<file path="src/hw/sra_pkg.sv">
// Package: address map, sub-address maps and reset values of the subbank register block
package sra_pkg;
    typedef logic [15:0] sra_word_t;

    // ***************************************
    // Directly decoded data-memory locations
    // ***************************************
    localparam sra_word_t SRA_ADDR_SER0_PTR = 16'h0038;
    localparam sra_word_t SRA_ADDR_SER0_DATA = 16'h0039;
    localparam sra_word_t SRA_ADDR_SER1_PTR = 16'h0048;
    localparam sra_word_t SRA_ADDR_SER1_DATA = 16'h0049;
    localparam sra_word_t SRA_ADDR_DMA_PREC = 16'h0054;
    localparam sra_word_t SRA_ADDR_DMA_PTR = 16'h0055;
    localparam sra_word_t SRA_ADDR_DMA_INC = 16'h0056;
    localparam sra_word_t SRA_ADDR_DMA_PLAIN = 16'h0057;

    // ***************************************
    // Reset values
    // ***************************************
    localparam sra_word_t SRA_PTR_RESET = 16'h0000;
    localparam sra_word_t SRA_REG_RESET = 16'h0000;
    localparam sra_word_t SRA_READ_MISS = 16'h0000;

    // ***************************************
    // Serial-port sub-address map
    // ***************************************
    localparam int SRA_SER_DEPTH = 15;
    localparam int SRA_SUB_PORT_CTRL1 = 'h00;
    localparam int SRA_SUB_PORT_CTRL2 = 'h01;
    localparam int SRA_SUB_RX_CTRL1 = 'h02;
    localparam int SRA_SUB_RX_CTRL2 = 'h03;
    localparam int SRA_SUB_TX_CTRL1 = 'h04;
    localparam int SRA_SUB_TX_CTRL2 = 'h05;
    localparam int SRA_SUB_SRG_CFG1 = 'h06;
    localparam int SRA_SUB_SRG_CFG2 = 'h07;
    localparam int SRA_SUB_MC_CFG1 = 'h08;
    localparam int SRA_SUB_MC_CFG2 = 'h09;
    localparam int SRA_SUB_RX_EN_A = 'h0A;
    localparam int SRA_SUB_RX_EN_B = 'h0B;
    localparam int SRA_SUB_TX_EN_A = 'h0C;
    localparam int SRA_SUB_TX_EN_B = 'h0D;
    localparam int SRA_SUB_PIN_CTRL = 'h0E;

    // ***************************************
    // DMA sub-address map
    // ***************************************
    localparam int SRA_DMA_DEPTH = 40;
    localparam int SRA_DMA_CHANNELS = 6;
    localparam int SRA_DMA_CH_STRIDE = 5;
    localparam int SRA_DMA_FLD_SRC = 0;
    localparam int SRA_DMA_FLD_DST = 1;
    localparam int SRA_DMA_FLD_COUNT = 2;
    localparam int SRA_DMA_FLD_SYNC = 3;
    localparam int SRA_DMA_FLD_MODE = 4;
    localparam int SRA_SUB_SRC_PAGE = 'h1E;
    localparam int SRA_SUB_DST_PAGE = 'h1F;
    localparam int SRA_SUB_ELEM_IDX0 = 'h20;
    localparam int SRA_SUB_ELEM_IDX1 = 'h21;
    localparam int SRA_SUB_FRAME_IDX0 = 'h22;
    localparam int SRA_SUB_FRAME_IDX1 = 'h23;
    localparam int SRA_SUB_RELOAD_SRC = 'h24;
    localparam int SRA_SUB_RELOAD_DST = 'h25;
    localparam int SRA_SUB_RELOAD_COUNT = 'h26;
    localparam int SRA_SUB_RELOAD_FRAMES = 'h27;

    typedef logic [SRA_DMA_CHANNELS-1:0][15:0] sra_chan_words_t;
endpackage

</file>
<file path="src/hw/sra_bank_if.sv">
// Interface: pointer, write strobe and data between the access decoder and one subbank
`timescale 1ns/1ps
interface sra_bank_if;
    logic [15:0] ptr;
    logic wrEn;
    logic [15:0] wdata;
    logic [15:0] rdata;

    modport ctrl (
        output ptr,
        output wrEn,
        output wdata,
        input rdata
    );

    modport bank (
        input ptr,
        input wrEn,
        input wdata,
        output rdata
    );
endinterface

</file>
<file path="src/hw/sra_subbank_ptr.sv">
// Sub-address pointer register with load and optional post-increment
`timescale 1ns/1ps
module sra_subbank_ptr (
    input wire logic clk_sys,
    input wire logic rstn,
    input wire logic load,
    input wire sra_pkg::sra_word_t loadVal,
    input wire logic inc,
    output sra_pkg::sra_word_t ptr
);
    import sra_pkg::*;

    sra_word_t ptr_reg;
    sra_word_t ptr_next;
    wire sra_word_t ptrPlusOne = ptr_reg + 16'h0001;

    // A load and an increment never coincide: they come from different addresses
    assign ptr_next = load ? loadVal : (inc ? ptrPlusOne : ptr_reg);

    always_ff @(posedge clk_sys or negedge rstn) begin
        if (!rstn) begin
            ptr_reg <= SRA_PTR_RESET;
        end else begin
            ptr_reg <= ptr_next;
        end
    end

    assign ptr = ptr_reg;
endmodule

</file>
<file path="src/hw/sra_subbank.sv">
// Subbank register storage reached through a pointer
`timescale 1ns/1ps
module sra_subbank #(
    parameter int DEPTH = 2
) (
    input wire logic clk_sys,
    input wire logic rstn,
    sra_bank_if.bank port,
    output logic [DEPTH-1:0][15:0] regs
);
    import sra_pkg::*;

    localparam int IDX_W = $clog2(DEPTH);

    logic [DEPTH-1:0][15:0] store_reg;
    wire logic inRange = (port.ptr < 16'(DEPTH));
    wire logic [IDX_W-1:0] idx = port.ptr[IDX_W-1:0];
    wire logic doWrite = port.wrEn && inRange;

    always_ff @(posedge clk_sys or negedge rstn) begin
        if (!rstn) begin
            store_reg <= {DEPTH{SRA_REG_RESET}};
        end else if (doWrite) begin
            store_reg[idx] <= port.wdata;
        end
    end

    // Unlisted sub-addresses read as zero
    assign port.rdata = inRange ? store_reg[idx] : SRA_READ_MISS;
    assign regs = store_reg;
endmodule

</file>
<file path="src/hw/sra_subbank_access.sv">
// Top: indirect register access for two serial-port units and the DMA controller
// ***************************************
// ***************************************
`timescale 1ns/1ps
module sra_subbank_access (
    input wire logic clk_sys,
    input wire logic rstn,

    // Core data-memory bus
    input wire sra_pkg::sra_word_t busAddr,
    input wire logic busRd,
    input wire logic busWr,
    input wire sra_pkg::sra_word_t busWdata,
    output logic busSel,
    output sra_pkg::sra_word_t busRdata,
    output logic busRdValid,

    // DMA priority register
    output sra_pkg::sra_word_t dmaPriorityEnableCtrl,

    // Serial unit 0, sub-addresses 00h-0Eh
    output sra_pkg::sra_word_t ser0PortCtrl1,
    output sra_pkg::sra_word_t ser0PortCtrl2,
    output sra_pkg::sra_word_t ser0RxCtrl1,
    output sra_pkg::sra_word_t ser0RxCtrl2,
    output sra_pkg::sra_word_t ser0TxCtrl1,
    output sra_pkg::sra_word_t ser0TxCtrl2,
    output sra_pkg::sra_word_t ser0SampleRateGenCfg1,
    output sra_pkg::sra_word_t ser0SampleRateGenCfg2,
    output sra_pkg::sra_word_t ser0MultichannelCfg1,
    output sra_pkg::sra_word_t ser0MultichannelCfg2,
    output sra_pkg::sra_word_t ser0RxChannelEnableA,
    output sra_pkg::sra_word_t ser0RxChannelEnableB,
    output sra_pkg::sra_word_t ser0TxChannelEnableA,
    output sra_pkg::sra_word_t ser0TxChannelEnableB,
    output sra_pkg::sra_word_t ser0PinCtrl,

    // Serial unit 1, same map
    output sra_pkg::sra_word_t ser1PortCtrl1,
    output sra_pkg::sra_word_t ser1PortCtrl2,
    output sra_pkg::sra_word_t ser1RxCtrl1,
    output sra_pkg::sra_word_t ser1RxCtrl2,
    output sra_pkg::sra_word_t ser1TxCtrl1,
    output sra_pkg::sra_word_t ser1TxCtrl2,
    output sra_pkg::sra_word_t ser1SampleRateGenCfg1,
    output sra_pkg::sra_word_t ser1SampleRateGenCfg2,
    output sra_pkg::sra_word_t ser1MultichannelCfg1,
    output sra_pkg::sra_word_t ser1MultichannelCfg2,
    output sra_pkg::sra_word_t ser1RxChannelEnableA,
    output sra_pkg::sra_word_t ser1RxChannelEnableB,
    output sra_pkg::sra_word_t ser1TxChannelEnableA,
    output sra_pkg::sra_word_t ser1TxChannelEnableB,
    output sra_pkg::sra_word_t ser1PinCtrl,

    // DMA per-channel registers
    output sra_pkg::sra_chan_words_t dmaSrcAddr,
    output sra_pkg::sra_chan_words_t dmaDstAddr,
    output sra_pkg::sra_chan_words_t dmaElementCount,
    output sra_pkg::sra_chan_words_t dmaSyncFrameCount,
    output sra_pkg::sra_chan_words_t dmaModeCtrl,

    // DMA common registers
    output sra_pkg::sra_word_t dmaSrcProgPage,
    output sra_pkg::sra_word_t dmaDstProgPage,
    output sra_pkg::sra_word_t dmaElementIndex0,
    output sra_pkg::sra_word_t dmaElementIndex1,
    output sra_pkg::sra_word_t dmaFrameIndex0,
    output sra_pkg::sra_word_t dmaFrameIndex1,
    output sra_pkg::sra_word_t dmaReloadSrc,
    output sra_pkg::sra_word_t dmaReloadDst,
    output sra_pkg::sra_word_t dmaReloadCount,
    output sra_pkg::sra_word_t dmaReloadFrames
);
    import sra_pkg::*;

    // ***************************************
    // Address decode
    // ***************************************
    function automatic logic addrIs(input sra_word_t addr, input sra_word_t loc);
        addrIs = (addr == loc);
    endfunction

    // Full 16-bit compare, so no alias of a location hits
    wire logic hitSer0Ptr = addrIs(busAddr, SRA_ADDR_SER0_PTR);
    wire logic hitSer0Data = addrIs(busAddr, SRA_ADDR_SER0_DATA);
    wire logic hitSer1Ptr = addrIs(busAddr, SRA_ADDR_SER1_PTR);
    wire logic hitSer1Data = addrIs(busAddr, SRA_ADDR_SER1_DATA);
    wire logic hitDmaPrec = addrIs(busAddr, SRA_ADDR_DMA_PREC);
    wire logic hitDmaPtr = addrIs(busAddr, SRA_ADDR_DMA_PTR);
    wire logic hitDmaInc = addrIs(busAddr, SRA_ADDR_DMA_INC);
    wire logic hitDmaPlain = addrIs(busAddr, SRA_ADDR_DMA_PLAIN);
    wire logic hitDmaData = hitDmaInc || hitDmaPlain;
    wire logic busAccess = busRd || busWr;

    assign busSel = hitSer0Ptr || hitSer0Data || hitSer1Ptr || hitSer1Data ||
                    hitDmaPrec || hitDmaPtr || hitDmaData;

    // ***************************************
    // Write strobes
    // ***************************************
    // Every write lands on the edge that takes it
    wire logic wrSer0Ptr = busWr && hitSer0Ptr;
    wire logic wrSer1Ptr = busWr && hitSer1Ptr;
    wire logic wrDmaPtr = busWr && hitDmaPtr;
    wire logic wrSer0Data = busWr && hitSer0Data;
    wire logic wrSer1Data = busWr && hitSer1Data;
    wire logic wrDmaData = busWr && hitDmaData;
    wire logic wrDmaPrec = busWr && hitDmaPrec;

    // ***************************************
    // Pointers
    // ***************************************
    sra_bank_if ser0If ();
    sra_bank_if ser1If ();
    sra_bank_if dmaIf ();

    // Only the DMA bank increments; the serial pointers change only by a write
    wire logic dmaPtrInc = hitDmaInc && busAccess;

    sra_subbank_ptr u_ser0Ptr (
        .clk_sys (clk_sys),
        .rstn (rstn),
        .load (wrSer0Ptr),
        .loadVal (busWdata),
        .inc (1'b0),
        .ptr (ser0If.ptr)
    );

    sra_subbank_ptr u_ser1Ptr (
        .clk_sys (clk_sys),
        .rstn (rstn),
        .load (wrSer1Ptr),
        .loadVal (busWdata),
        .inc (1'b0),
        .ptr (ser1If.ptr)
    );

    // ***************************************
    // DMA pointer
    // ***************************************
    sra_subbank_ptr u_dmaPtr (
        .clk_sys (clk_sys),
        .rstn (rstn),
        .load (wrDmaPtr),
        .loadVal (busWdata),
        .inc (dmaPtrInc),
        .ptr (dmaIf.ptr)
    );

    // ***************************************
    // Subbank storage
    // ***************************************
    // Each instance sees writes only from its own data location
    assign ser0If.wrEn = wrSer0Data;
    assign ser1If.wrEn = wrSer1Data;
    assign dmaIf.wrEn = wrDmaData;
    assign ser0If.wdata = busWdata;
    assign ser1If.wdata = busWdata;
    assign dmaIf.wdata = busWdata;

    logic [SRA_SER_DEPTH-1:0][15:0] ser0Regs;
    logic [SRA_SER_DEPTH-1:0][15:0] ser1Regs;
    logic [SRA_DMA_DEPTH-1:0][15:0] dmaRegs;

    sra_subbank #(
        .DEPTH (SRA_SER_DEPTH)
    ) u_ser0Bank (
        .clk_sys (clk_sys),
        .rstn (rstn),
        .port (ser0If.bank),
        .regs (ser0Regs)
    );

    sra_subbank #(
        .DEPTH (SRA_SER_DEPTH)
    ) u_ser1Bank (
        .clk_sys (clk_sys),
        .rstn (rstn),
        .port (ser1If.bank),
        .regs (ser1Regs)
    );

    sra_subbank #(
        .DEPTH (SRA_DMA_DEPTH)
    ) u_dmaBank (
        .clk_sys (clk_sys),
        .rstn (rstn),
        .port (dmaIf.bank),
        .regs (dmaRegs)
    );

    // ***************************************
    // Directly mapped DMA priority register
    // ***************************************
    // Own address; the DMA pointer never reaches it
    sra_word_t dmaPrec_reg;

    always_ff @(posedge clk_sys or negedge rstn) begin
        if (!rstn) begin
            dmaPrec_reg <= SRA_REG_RESET;
        end else if (wrDmaPrec) begin
            dmaPrec_reg <= busWdata;
        end
    end

    assign dmaPriorityEnableCtrl = dmaPrec_reg;

    // ***************************************
    // Read path
    // ***************************************
    // Read data uses the pointer before any post-increment of the same access
    sra_word_t rdMux;

    always_comb begin
        rdMux = SRA_READ_MISS;
        if (hitSer0Ptr) begin
            rdMux = ser0If.ptr;
        end else if (hitSer0Data) begin
            rdMux = ser0If.rdata;
        end else if (hitSer1Ptr) begin
            rdMux = ser1If.ptr;
        end else if (hitSer1Data) begin
            rdMux = ser1If.rdata;
        end else if (hitDmaPrec) begin
            rdMux = dmaPrec_reg;
        end else if (hitDmaPtr) begin
            rdMux = dmaIf.ptr;
        end else if (hitDmaData) begin
            rdMux = dmaIf.rdata;
        end
    end

    // ***************************************
    // Read data register
    // ***************************************
    sra_word_t busRdata_reg;
    logic busRdValid_reg;

    // Holds between reads, so a late sample still sees the last read
    always_ff @(posedge clk_sys or negedge rstn) begin
        if (!rstn) begin
            busRdata_reg <= SRA_REG_RESET;
            busRdValid_reg <= 1'b0;
        end else begin
            busRdValid_reg <= busRd;
            if (busRd) begin
                busRdata_reg <= rdMux;
            end
        end
    end

    assign busRdata = busRdata_reg;
    assign busRdValid = busRdValid_reg;

    // ***************************************
    // Serial unit 0 register views
    // ***************************************
    assign ser0PortCtrl1 = ser0Regs[SRA_SUB_PORT_CTRL1];
    assign ser0PortCtrl2 = ser0Regs[SRA_SUB_PORT_CTRL2];
    assign ser0RxCtrl1 = ser0Regs[SRA_SUB_RX_CTRL1];
    assign ser0RxCtrl2 = ser0Regs[SRA_SUB_RX_CTRL2];
    assign ser0TxCtrl1 = ser0Regs[SRA_SUB_TX_CTRL1];
    assign ser0TxCtrl2 = ser0Regs[SRA_SUB_TX_CTRL2];
    assign ser0SampleRateGenCfg1 = ser0Regs[SRA_SUB_SRG_CFG1];
    assign ser0SampleRateGenCfg2 = ser0Regs[SRA_SUB_SRG_CFG2];

    assign ser0MultichannelCfg1 = ser0Regs[SRA_SUB_MC_CFG1];
    assign ser0MultichannelCfg2 = ser0Regs[SRA_SUB_MC_CFG2];
    assign ser0RxChannelEnableA = ser0Regs[SRA_SUB_RX_EN_A];
    assign ser0RxChannelEnableB = ser0Regs[SRA_SUB_RX_EN_B];
    assign ser0TxChannelEnableA = ser0Regs[SRA_SUB_TX_EN_A];
    assign ser0TxChannelEnableB = ser0Regs[SRA_SUB_TX_EN_B];
    assign ser0PinCtrl = ser0Regs[SRA_SUB_PIN_CTRL];

    // ***************************************
    // Serial unit 1 register views
    // ***************************************
    // Same map as unit 0, own storage
    assign ser1PortCtrl1 = ser1Regs[SRA_SUB_PORT_CTRL1];
    assign ser1PortCtrl2 = ser1Regs[SRA_SUB_PORT_CTRL2];
    assign ser1RxCtrl1 = ser1Regs[SRA_SUB_RX_CTRL1];
    assign ser1RxCtrl2 = ser1Regs[SRA_SUB_RX_CTRL2];
    assign ser1TxCtrl1 = ser1Regs[SRA_SUB_TX_CTRL1];
    assign ser1TxCtrl2 = ser1Regs[SRA_SUB_TX_CTRL2];
    assign ser1SampleRateGenCfg1 = ser1Regs[SRA_SUB_SRG_CFG1];
    assign ser1SampleRateGenCfg2 = ser1Regs[SRA_SUB_SRG_CFG2];

    assign ser1MultichannelCfg1 = ser1Regs[SRA_SUB_MC_CFG1];
    assign ser1MultichannelCfg2 = ser1Regs[SRA_SUB_MC_CFG2];
    assign ser1RxChannelEnableA = ser1Regs[SRA_SUB_RX_EN_A];
    assign ser1RxChannelEnableB = ser1Regs[SRA_SUB_RX_EN_B];
    assign ser1TxChannelEnableA = ser1Regs[SRA_SUB_TX_EN_A];
    assign ser1TxChannelEnableB = ser1Regs[SRA_SUB_TX_EN_B];
    assign ser1PinCtrl = ser1Regs[SRA_SUB_PIN_CTRL];

    // ***************************************
    // DMA channel register views
    // ***************************************
    // Channel c occupies sub-addresses 5c to 5c+4
    for (genvar ch = 0; ch < SRA_DMA_CHANNELS; ch++) begin : g_chan
        localparam int BASE = ch * SRA_DMA_CH_STRIDE;
        assign dmaSrcAddr[ch] = dmaRegs[BASE + SRA_DMA_FLD_SRC];
        assign dmaDstAddr[ch] = dmaRegs[BASE + SRA_DMA_FLD_DST];
        assign dmaElementCount[ch] = dmaRegs[BASE + SRA_DMA_FLD_COUNT];
        assign dmaSyncFrameCount[ch] = dmaRegs[BASE + SRA_DMA_FLD_SYNC];
        assign dmaModeCtrl[ch] = dmaRegs[BASE + SRA_DMA_FLD_MODE];
    end

    // ***************************************
    // DMA common register views
    // ***************************************
    assign dmaSrcProgPage = dmaRegs[SRA_SUB_SRC_PAGE];
    assign dmaDstProgPage = dmaRegs[SRA_SUB_DST_PAGE];

    assign dmaElementIndex0 = dmaRegs[SRA_SUB_ELEM_IDX0];
    assign dmaElementIndex1 = dmaRegs[SRA_SUB_ELEM_IDX1];
    assign dmaFrameIndex0 = dmaRegs[SRA_SUB_FRAME_IDX0];
    assign dmaFrameIndex1 = dmaRegs[SRA_SUB_FRAME_IDX1];

    assign dmaReloadSrc = dmaRegs[SRA_SUB_RELOAD_SRC];
    assign dmaReloadDst = dmaRegs[SRA_SUB_RELOAD_DST];
    assign dmaReloadCount = dmaRegs[SRA_SUB_RELOAD_COUNT];
    assign dmaReloadFrames = dmaRegs[SRA_SUB_RELOAD_FRAMES];
endmodule

</file>
<file path="config.mk">
export PLATFORM = sky130hd
export DESIGN_NAME = sra_subbank_access
export DESIGN_NICKNAME = d
export VERILOG_FILES = /design/src/hw/sra_pkg.sv /design/src/hw/sra_bank_if.sv /design/src/hw/sra_subbank_ptr.sv /design/src/hw/sra_subbank.sv /design/src/hw/sra_subbank_access.sv
export SDC_FILE = /design/constraint.sdc
export NUM_CORES = 2
export LEC_CHECK = 0
export CAP_MARGIN = 20
export CORE_AREA = 4 4 456 458
export DETAILED_ROUTE_END_ITERATION = 8
export DIE_AREA = 0 0 460 462
export DONT_BUFFER_PORTS = 1
export SLEW_MARGIN = 20
export SYNTH_ARGS = -nofsm -noshare
export SYNTH_HDL_FRONTEND = slang
export SYNTH_SLANG_ARGS = --single-unit
</file>
<file path="constraint.sdc">
create_clock -name clk_sys -period 3.4 [get_ports clk_sys]
set_input_delay 0.34 -clock clk_sys [delete_from_list [all_inputs] [get_ports clk_sys]]
set_output_delay 0.34 -clock clk_sys [all_outputs]
set_load 0.02 [all_outputs]
</file>
# Word-level counts from Yosys, hierarchy flattened

Cells that the tools add are included.

Multiplexer cells: 27
Eq/ne operators: 8
Add/subtract/negate cells: 1
Order comparisons: 9
Reduce and logical (&&, ||, !) cells: 23

Operators with widths:

| operator                | count |
|---|---|
| $bwmux W640             | 1 |
| $bwmux W240             | 2 |
| $mux W16                | 18 |
| $bmux W16 S4            | 2 |
| $demux W16 S4           | 2 |
| $bmux W16 S6            | 1 |
| $demux W16 S6           | 1 |
| $eq A16 B7 Y1 const B   | 6 |
| $eq A16 B6 Y1 const B   | 2 |
| $lt A16 B4 Y1 const B   | 2 |
| $add A16 B1 Y16 const B | 1 |
| $lt A16 B6 Y1 const B   | 1 |
| $logic_and A1 B1 Y1     | 14 |
| $lt A4 B5 Y1 const B    | 2 |
| $ge A4 B1 Y1 const B    | 2 |
| $logic_or A1 B1 Y1      | 8 |
| $lt A6 B7 Y1 const B    | 1 |
| $ge A6 B1 Y1 const B    | 1 |
| $reduce_bool A2 Y1      | 1 |

Word-level logic and storage cells: 144
Input bits: 36
Register bits after elaboration: 1201

# Logic depth before layout (Yosys ltp)

Depth in word-level cells: 10
Mapped depth: 12
Depth with buffers taken out: 7

# By module

From an unflattened synthesis, not the netlist that was laid out.

Cells, all modules: 4069
Area total of the unflattened synthesis: 57709.1 µm²

By module, submodules not included:

| module                        | area an instance (µm²) | cells each | times used | sequential area each (µm²) |
|---|---|---|---|---|
| sra_subbank at u_dmaBank      | 30439.2                | 2067       | 1          | 16015.4 |
| sra_subbank at u_ser0Bank ... | 11021.8                | 725        | 2          | 6005.8 |
| sra_subbank_ptr               | 943.4                  | 99         | 3          | 400.4 |
| sra_subbank_access            | 2396.0                 | 255        | 1          | 825.8 |

# Worst setup path after synthesis

No wires, ideal clock.

Path kind: reg-to-reg
Start: reg u_dmaPtr.ptr_reg[14], in the netlist u_dmaPtr.ptr[14]
End: reg u_dmaBank.store_reg (netlist bit u_dmaBank.regs[261])
Library setup time: 125 ps
Required time: 3275 ps
Cell stages (with the launch flop): 8
Buffers on the path: 1
Slack: 741 ps
Period minus slack after synthesis: 2659 ps
Arrival: 2535 ps
Cell sequence: dfrtp_1 -> nor4_1 -> nand4_1 -> nor4_4 -> nand3_2 -> nor2_4 -> buf_6 -> mux2_2

Word-level cells in the longest chain between the ends: 2

RTL lines:

| element                       | line                  | text |
|---|---|---|
| start, declared               | sra_subbank_ptr.sv:13 | `sra_word_t ptr_reg;` |
| start signal, assigned        | sra_subbank_ptr.sv:24 | `ptr_reg <= ptr_next;` |
| $lt A16 B6 Y1                 | sra_subbank.sv:16     | `wire logic inRange = (port.ptr < 16'(DEPTH));` |
| $logic_and A1 B1 Y1           | sra_subbank.sv:18     | `wire logic doWrite = port.wrEn && inRange;` |
| end signal, assigned          | sra_subbank.sv:22     | `store_reg <= {DEPTH{SRA_REG_RESET}};` |
| end signal, assigned by index | sra_subbank.sv:24     | `store_reg[idx] <= port.wdata;` |
| end, declared                 | sra_subbank.sv:15     | `logic [DEPTH-1:0][15:0] store_reg;` |

No other way between the ends.
A chain may end at the register's enable or synchronous reset.

# Final worst setup path

Start: reg u_dmaPtr.ptr_reg[2], in the netlist u_dmaPtr.ptr[2]
End: reg busRdata_reg[9], in the netlist busRdata[9]

Word-level cells in the longest chain between the ends: 10

RTL lines:

| element                        | line                      | text |
|---|---|---|
| $bmux W16 S6                   | sra_subbank.sv:29         | `assign port.rdata = inRange ? store_reg[idx] : SRA_READ_MISS;` |
| $mux W16 (not written as such) | sra_subbank.sv:29         |  |
| $mux W16 *                     | sra_subbank.sv:29         |  |
| $mux W16 *                     | sra_subbank_access.sv:228 | `end else if (hitDmaData) begin` |
| $mux W16 *                     | sra_subbank_access.sv:226 | `end else if (hitDmaPtr) begin` |
| $mux W16 *                     | sra_subbank_access.sv:224 | `end else if (hitDmaPrec) begin` |
| $mux W16 *                     | sra_subbank_access.sv:222 | `end else if (hitSer1Data) begin` |
| $mux W16 *                     | sra_subbank_access.sv:220 | `end else if (hitSer1Ptr) begin` |
| $mux W16 *                     | sra_subbank_access.sv:218 | `end else if (hitSer0Data) begin` |
| $mux W16 *                     | sra_subbank_access.sv:216 | `if (hitSer0Ptr) begin` |
| end signal, assigned           | sra_subbank_access.sv:247 | `busRdata_reg <= rdMux;` |
| end, declared                  | sra_subbank_access.sv:236 | `sra_word_t busRdata_reg;` |

Mark *: on every way between the ends. The rest lies on a longest branch, timed or not. The select of a mux whose other input is x is not followed.

==> impl_metrics.py <==
metrics = {
    "synth": {
        "synthCells": 3938,
        "synthFlopType": "dfrtp_1",
        "async_reset_ff_frac": 1.00,
        "yosys.area.top_type": "dfrtp_1",
        "synth.distinct_cells": 79,
        "ys_seq_area_frac": 0.537,
        "synth_seq_cells": 1201,
        "synth_top_area_frac": 0.537,
        "synth_nets": 3975,
        "netlist_area_um2": 56000,
        "ys_top_cells_by_area": "dfrtp_1 54%, mux2_2 24%, mux4_2 6.8%",
        "avgSynthCellArea_um2": 14.2,
        "synth-edff-count": 0,
        "ys_warn_count": 0,
    },
    "sta": {
        "rsz0062_at_grt": "false",
        "finalCritPeriodShare": 0.994,
        "max_slew_margin": 0.257,
        "finClkSkew_ps": 42.8,
        "report.final.hold_viol_count": 0,
        "setup_viol": 0,
        "drv_slew": 0,
        "setup_ws_ps": 18.7,
        "period_needed_ps": 3380,
        "fmax_mhz": 296,
        "tightest_slew_ps": 1100,
        "setup-tns-final_ps": 0,
    },
    "placed_design": {
        "port_buffers": 0,
        "dp_slack_ps": -613,
        "dp_cells": 6556,
        "dp_hpwl_um": 230000,
        "place_congestion": 0.950,
    },
    "floorplanning": {
        "fp.dieW_um": 460,
        "fp-row-count": 166,
        "die_h_um": 462,
        "start_util": 0.274,
        "core_um2": 204000,
        "dieArea_um2": 213000,
        "ios": 1190,
    },
    "clocking": {
        "clk_latency_ps": 810,
        "tritoncts": "yes",
        "numCtsBuffers": 144,
        "clockRootBuffer": "clkbuf_16",
        "cts.sinks": 1201,
        "ctsHtreeMaxLevel": 4,
        "clkSlewWorstSetupHoldPaths_ps": 60,
        "clockBufferDepth": 3,
    },
    "routing": {
        "routedWlPerCell_um": 44.5,
        "totalWireLength_um": 306000,
        "vias_per_cell": 5.77,
        "drt_iter0_drc": 4037,
        "via_count": 39614,
        "first_pass_iters": 5,
        "ant_nets": 0,
        "drcViolationCount": 0,
    },
    "worst_setup_path": {
        "slowest_stage": "o21ai_0",
        "cp.depth": 9,
        "critical_path.max_stage_delay_ps": 890,
        "ff2ff_path_depth": 9,
        "crit_path_end_kind": "flop",
        "path_buf_inv": 3,
        "cp_max_fo": 25,
        "path_cells": "buf_12 > buf_12 > nor2b_1 > buf_4 > a221oi_1 > o21ai_0 > a2111o_1 > o221ai_1 > a21oi_1",
        "worst_ep_required_time_ps": 4100,
        "criticalPathCategory": "reg2reg",
        "cpLargestDelayFamily": "compound AO/OA/AOI/OAI gates",
        "cp-start-kind": "flop",
        "worstPathArrival_ps": 4080,
        "critPathMostFrequentCell": "buf_12",
    },
    "grt": {
        "antenna_found_initial": 21,
        "first_global_vias": 39258,
        "grt_max_degree": 128,
        "grt_usage": 0.278,
        "overflow": 0,
        "grt_pass1_wl_um": 399000,
    },
    "outcome": {
        "status": "finished, final reports clean",
    },
    "cells_and_area": {
        "area_delta_synth_final_pct": 19.3,
        "fin_cells": 6867,
        "seqCellArea_um2": 30100,
        "largest_reg_flops": 640,
        "drive_gt1_frac": 0.494,
        "fin_nets": 4091,
        "fillers": 20018,
        "multiInputGateArea_um2": 24400,
    },
    "flow_run": {
        "maxCapViolations": 0,
    },
    "power_and_ir_drop": {
        "switching_share": 0.241,
        "peakVddDrop_uv": 468,
        "clkPwrFrac": 0.514,
        "leakage_nw": 30.8,
        "pwr-share-seq": 0.457,
        "internal-power_w": 0.0239,
        "power_density_nw_per_um2": 471,
        "combPwrFrac": 0.030,
        "p_sw_w": 0.00759,
    },
    "min_path": {
        "hp-class": "in2async",
    },
}
per-stage QoR:
stage,power (W),util,area [µm²],hold slack (ps)
global placement,0.0151,0.299,61000,265
floorplan,0.0148,-,56000,44.4
global route,0.0324,0.327,66800,45.6
detailed placement,0.0151,0.299,61000,266
CTS,0.0317,0.327,66600,2.90
finish,0.0315,0.327,66800,59.9
synthesized netlist by cell type, drive strengths merged, types with 10 or more instances:
cell and number:
nand3 39, mux2 1220, o21a 10, a22oi 52
o211ai 16, a221oi 92, nand2 106, a21oi 62
a221o 18, mux4 170, nor2b 12, and3 12
o22ai 26, nor3 19, a31oi 17, nor2 137
buf 146, o221ai 16, nor4 14, dfrtp 1201
o21ai 87, mux2i 82, nand4 10, nand2b 10
clkbuf 227
power by group through the flow:
stage | registers [W] | clock network [W] | logic [W]
final | 0.0144 | 0.0162 | 0.000931
after global routing | 0.0144 | 0.0170 | 0.000993
after CTS | 0.0144 | 0.0164 | 0.000949
after detailed placement | 0.0146 | 0 | 0.000502
after global placement | 0.0146 | 0 | 0.000498
after floorplan | 0.0146 | 0 | 0.000221
what timing repair did:
| item | 4_1_cts | 5_1_grt |
|---|---|---|
| endpoints found under the hold margin | 1448 | 0 |
| buffers inserted | 8 | 2 |
| gates resized for setup | 17 | 15 |
| pin swaps | 2 | 3 |
| setup endpoints to repair | 10 | 39 |
| hold buffers | 29 | 0 |
| gates cloned | 0 | 1 |
cells in the final DEF, fill, tap and decap left out, types with 8 or more instances in the layout:
master         synthesis  layout
o221ai_1              16      15
mux4_2               170     170
nor3_1                17      14
a221oi_1              92      90
buf_12                 0      79
buf_4                 12     232
nand2b_1              10       9
clkinv_2               0      21
a21oi_1               62      60
nor2_1                97      92
o211ai_1              16      16
o22ai_1               26      25
a221o_1               18      18
nor4_1                10      10
clkbuf_1             227      30
a22oi_1               52      51
o21ai_0               87      84
bufinv_16              0      13
nand3_1               34      34
nor2_4                32      42
dfrtp_1             1201    1192
o21a_1                10      10
clkbuf_16              0     145
clkbuf_8               0      23
inv_6                  0       9
a22o_1                 9       9
o2bb2ai_1              9       8
nand4_1               10      10
diode_2                0      15
mux2i_1               82      77
nand2_1              106     106
a31oi_1               17      14
and3_1                12      12
mux2_2              1216    1216
a211oi_1               9       9
dlygate4sd3_1          0      12
buf_16                 0      18
area by class of cell:
cell class              count  share of cell area
diodes                     15            0.000562
inverters                   9            0.000525
repair buffers            343              0.0596
multi-input cells        2355               0.366
clock buffers             197              0.0604
well taps                2688              0.0504
clock inverters            59              0.0125
flip-flops and latches   1201               0.451
final timing paths:
check,startpoint,endpoint,slack (ps)
max,u_dmaPtr.ptr[2]$_DFFE_PN0P_,busRdata[9]$_DFFE_PN0P_,20
min,rstn,u_ser0Bank.regs[19]$_DFFE_PN0P_,60
max reg2reg,u_dmaPtr.ptr[2]$_DFFE_PN0P_,busRdata[9]$_DFFE_PN0P_,20
min reg2reg,u_ser0Ptr.ptr[8]$_DFFE_PN0P_,u_ser0Ptr.ptr[8]$_DFFE_PN0P_,540
max in group asynchronous,rstn,u_dmaBank.regs[533]$_DFFE_PN0P_,2050
min in group clk_sys,busWdata[9],u_dmaPtr.ptr[9]$_DFFE_PN0P_,70
routing by layer:
layer | vias up | track usage | wire (µm)
met5 | - | 0 | 57
met4 | 8 | 0.137 | 18200
met3 | 606 | 0.116 | 34400
met2 | 2512 | 0.468 | 148000
met1 | 21376 | 0.300 | 105000
li1 | 15112 | - | -
worst register-to-register path, cell delays in order (launching register included):
cell and delay (ps):
dfrtp_4 530, buf_12 150, buf_12 160, nor2b_1 180, buf_4 310, a221oi_1 160, o21ai_0 890, a2111o_1 390
o221ai_1 280, a21oi_1 220
cell families (layout without fill, tap and decap cells):
kind of cell / count (synthesis) / after routing / share of synthesized area
buf+inv: 382 / 608 / 0.0325
xor+xnor: 8 / 8 / 0.00125
flops: 1201 / 1201 / 0.537
other cells: 0 / 15 / 0
simple gates: 411 / 411 / 0.0412
mux: 1472 / 1472 / 0.329
fa+ha+maj: 1 / 1 / 0.000224
compound gates: 463 / 463 / 0.0592
Note: power is estimated with default switching activity, not from simulation.
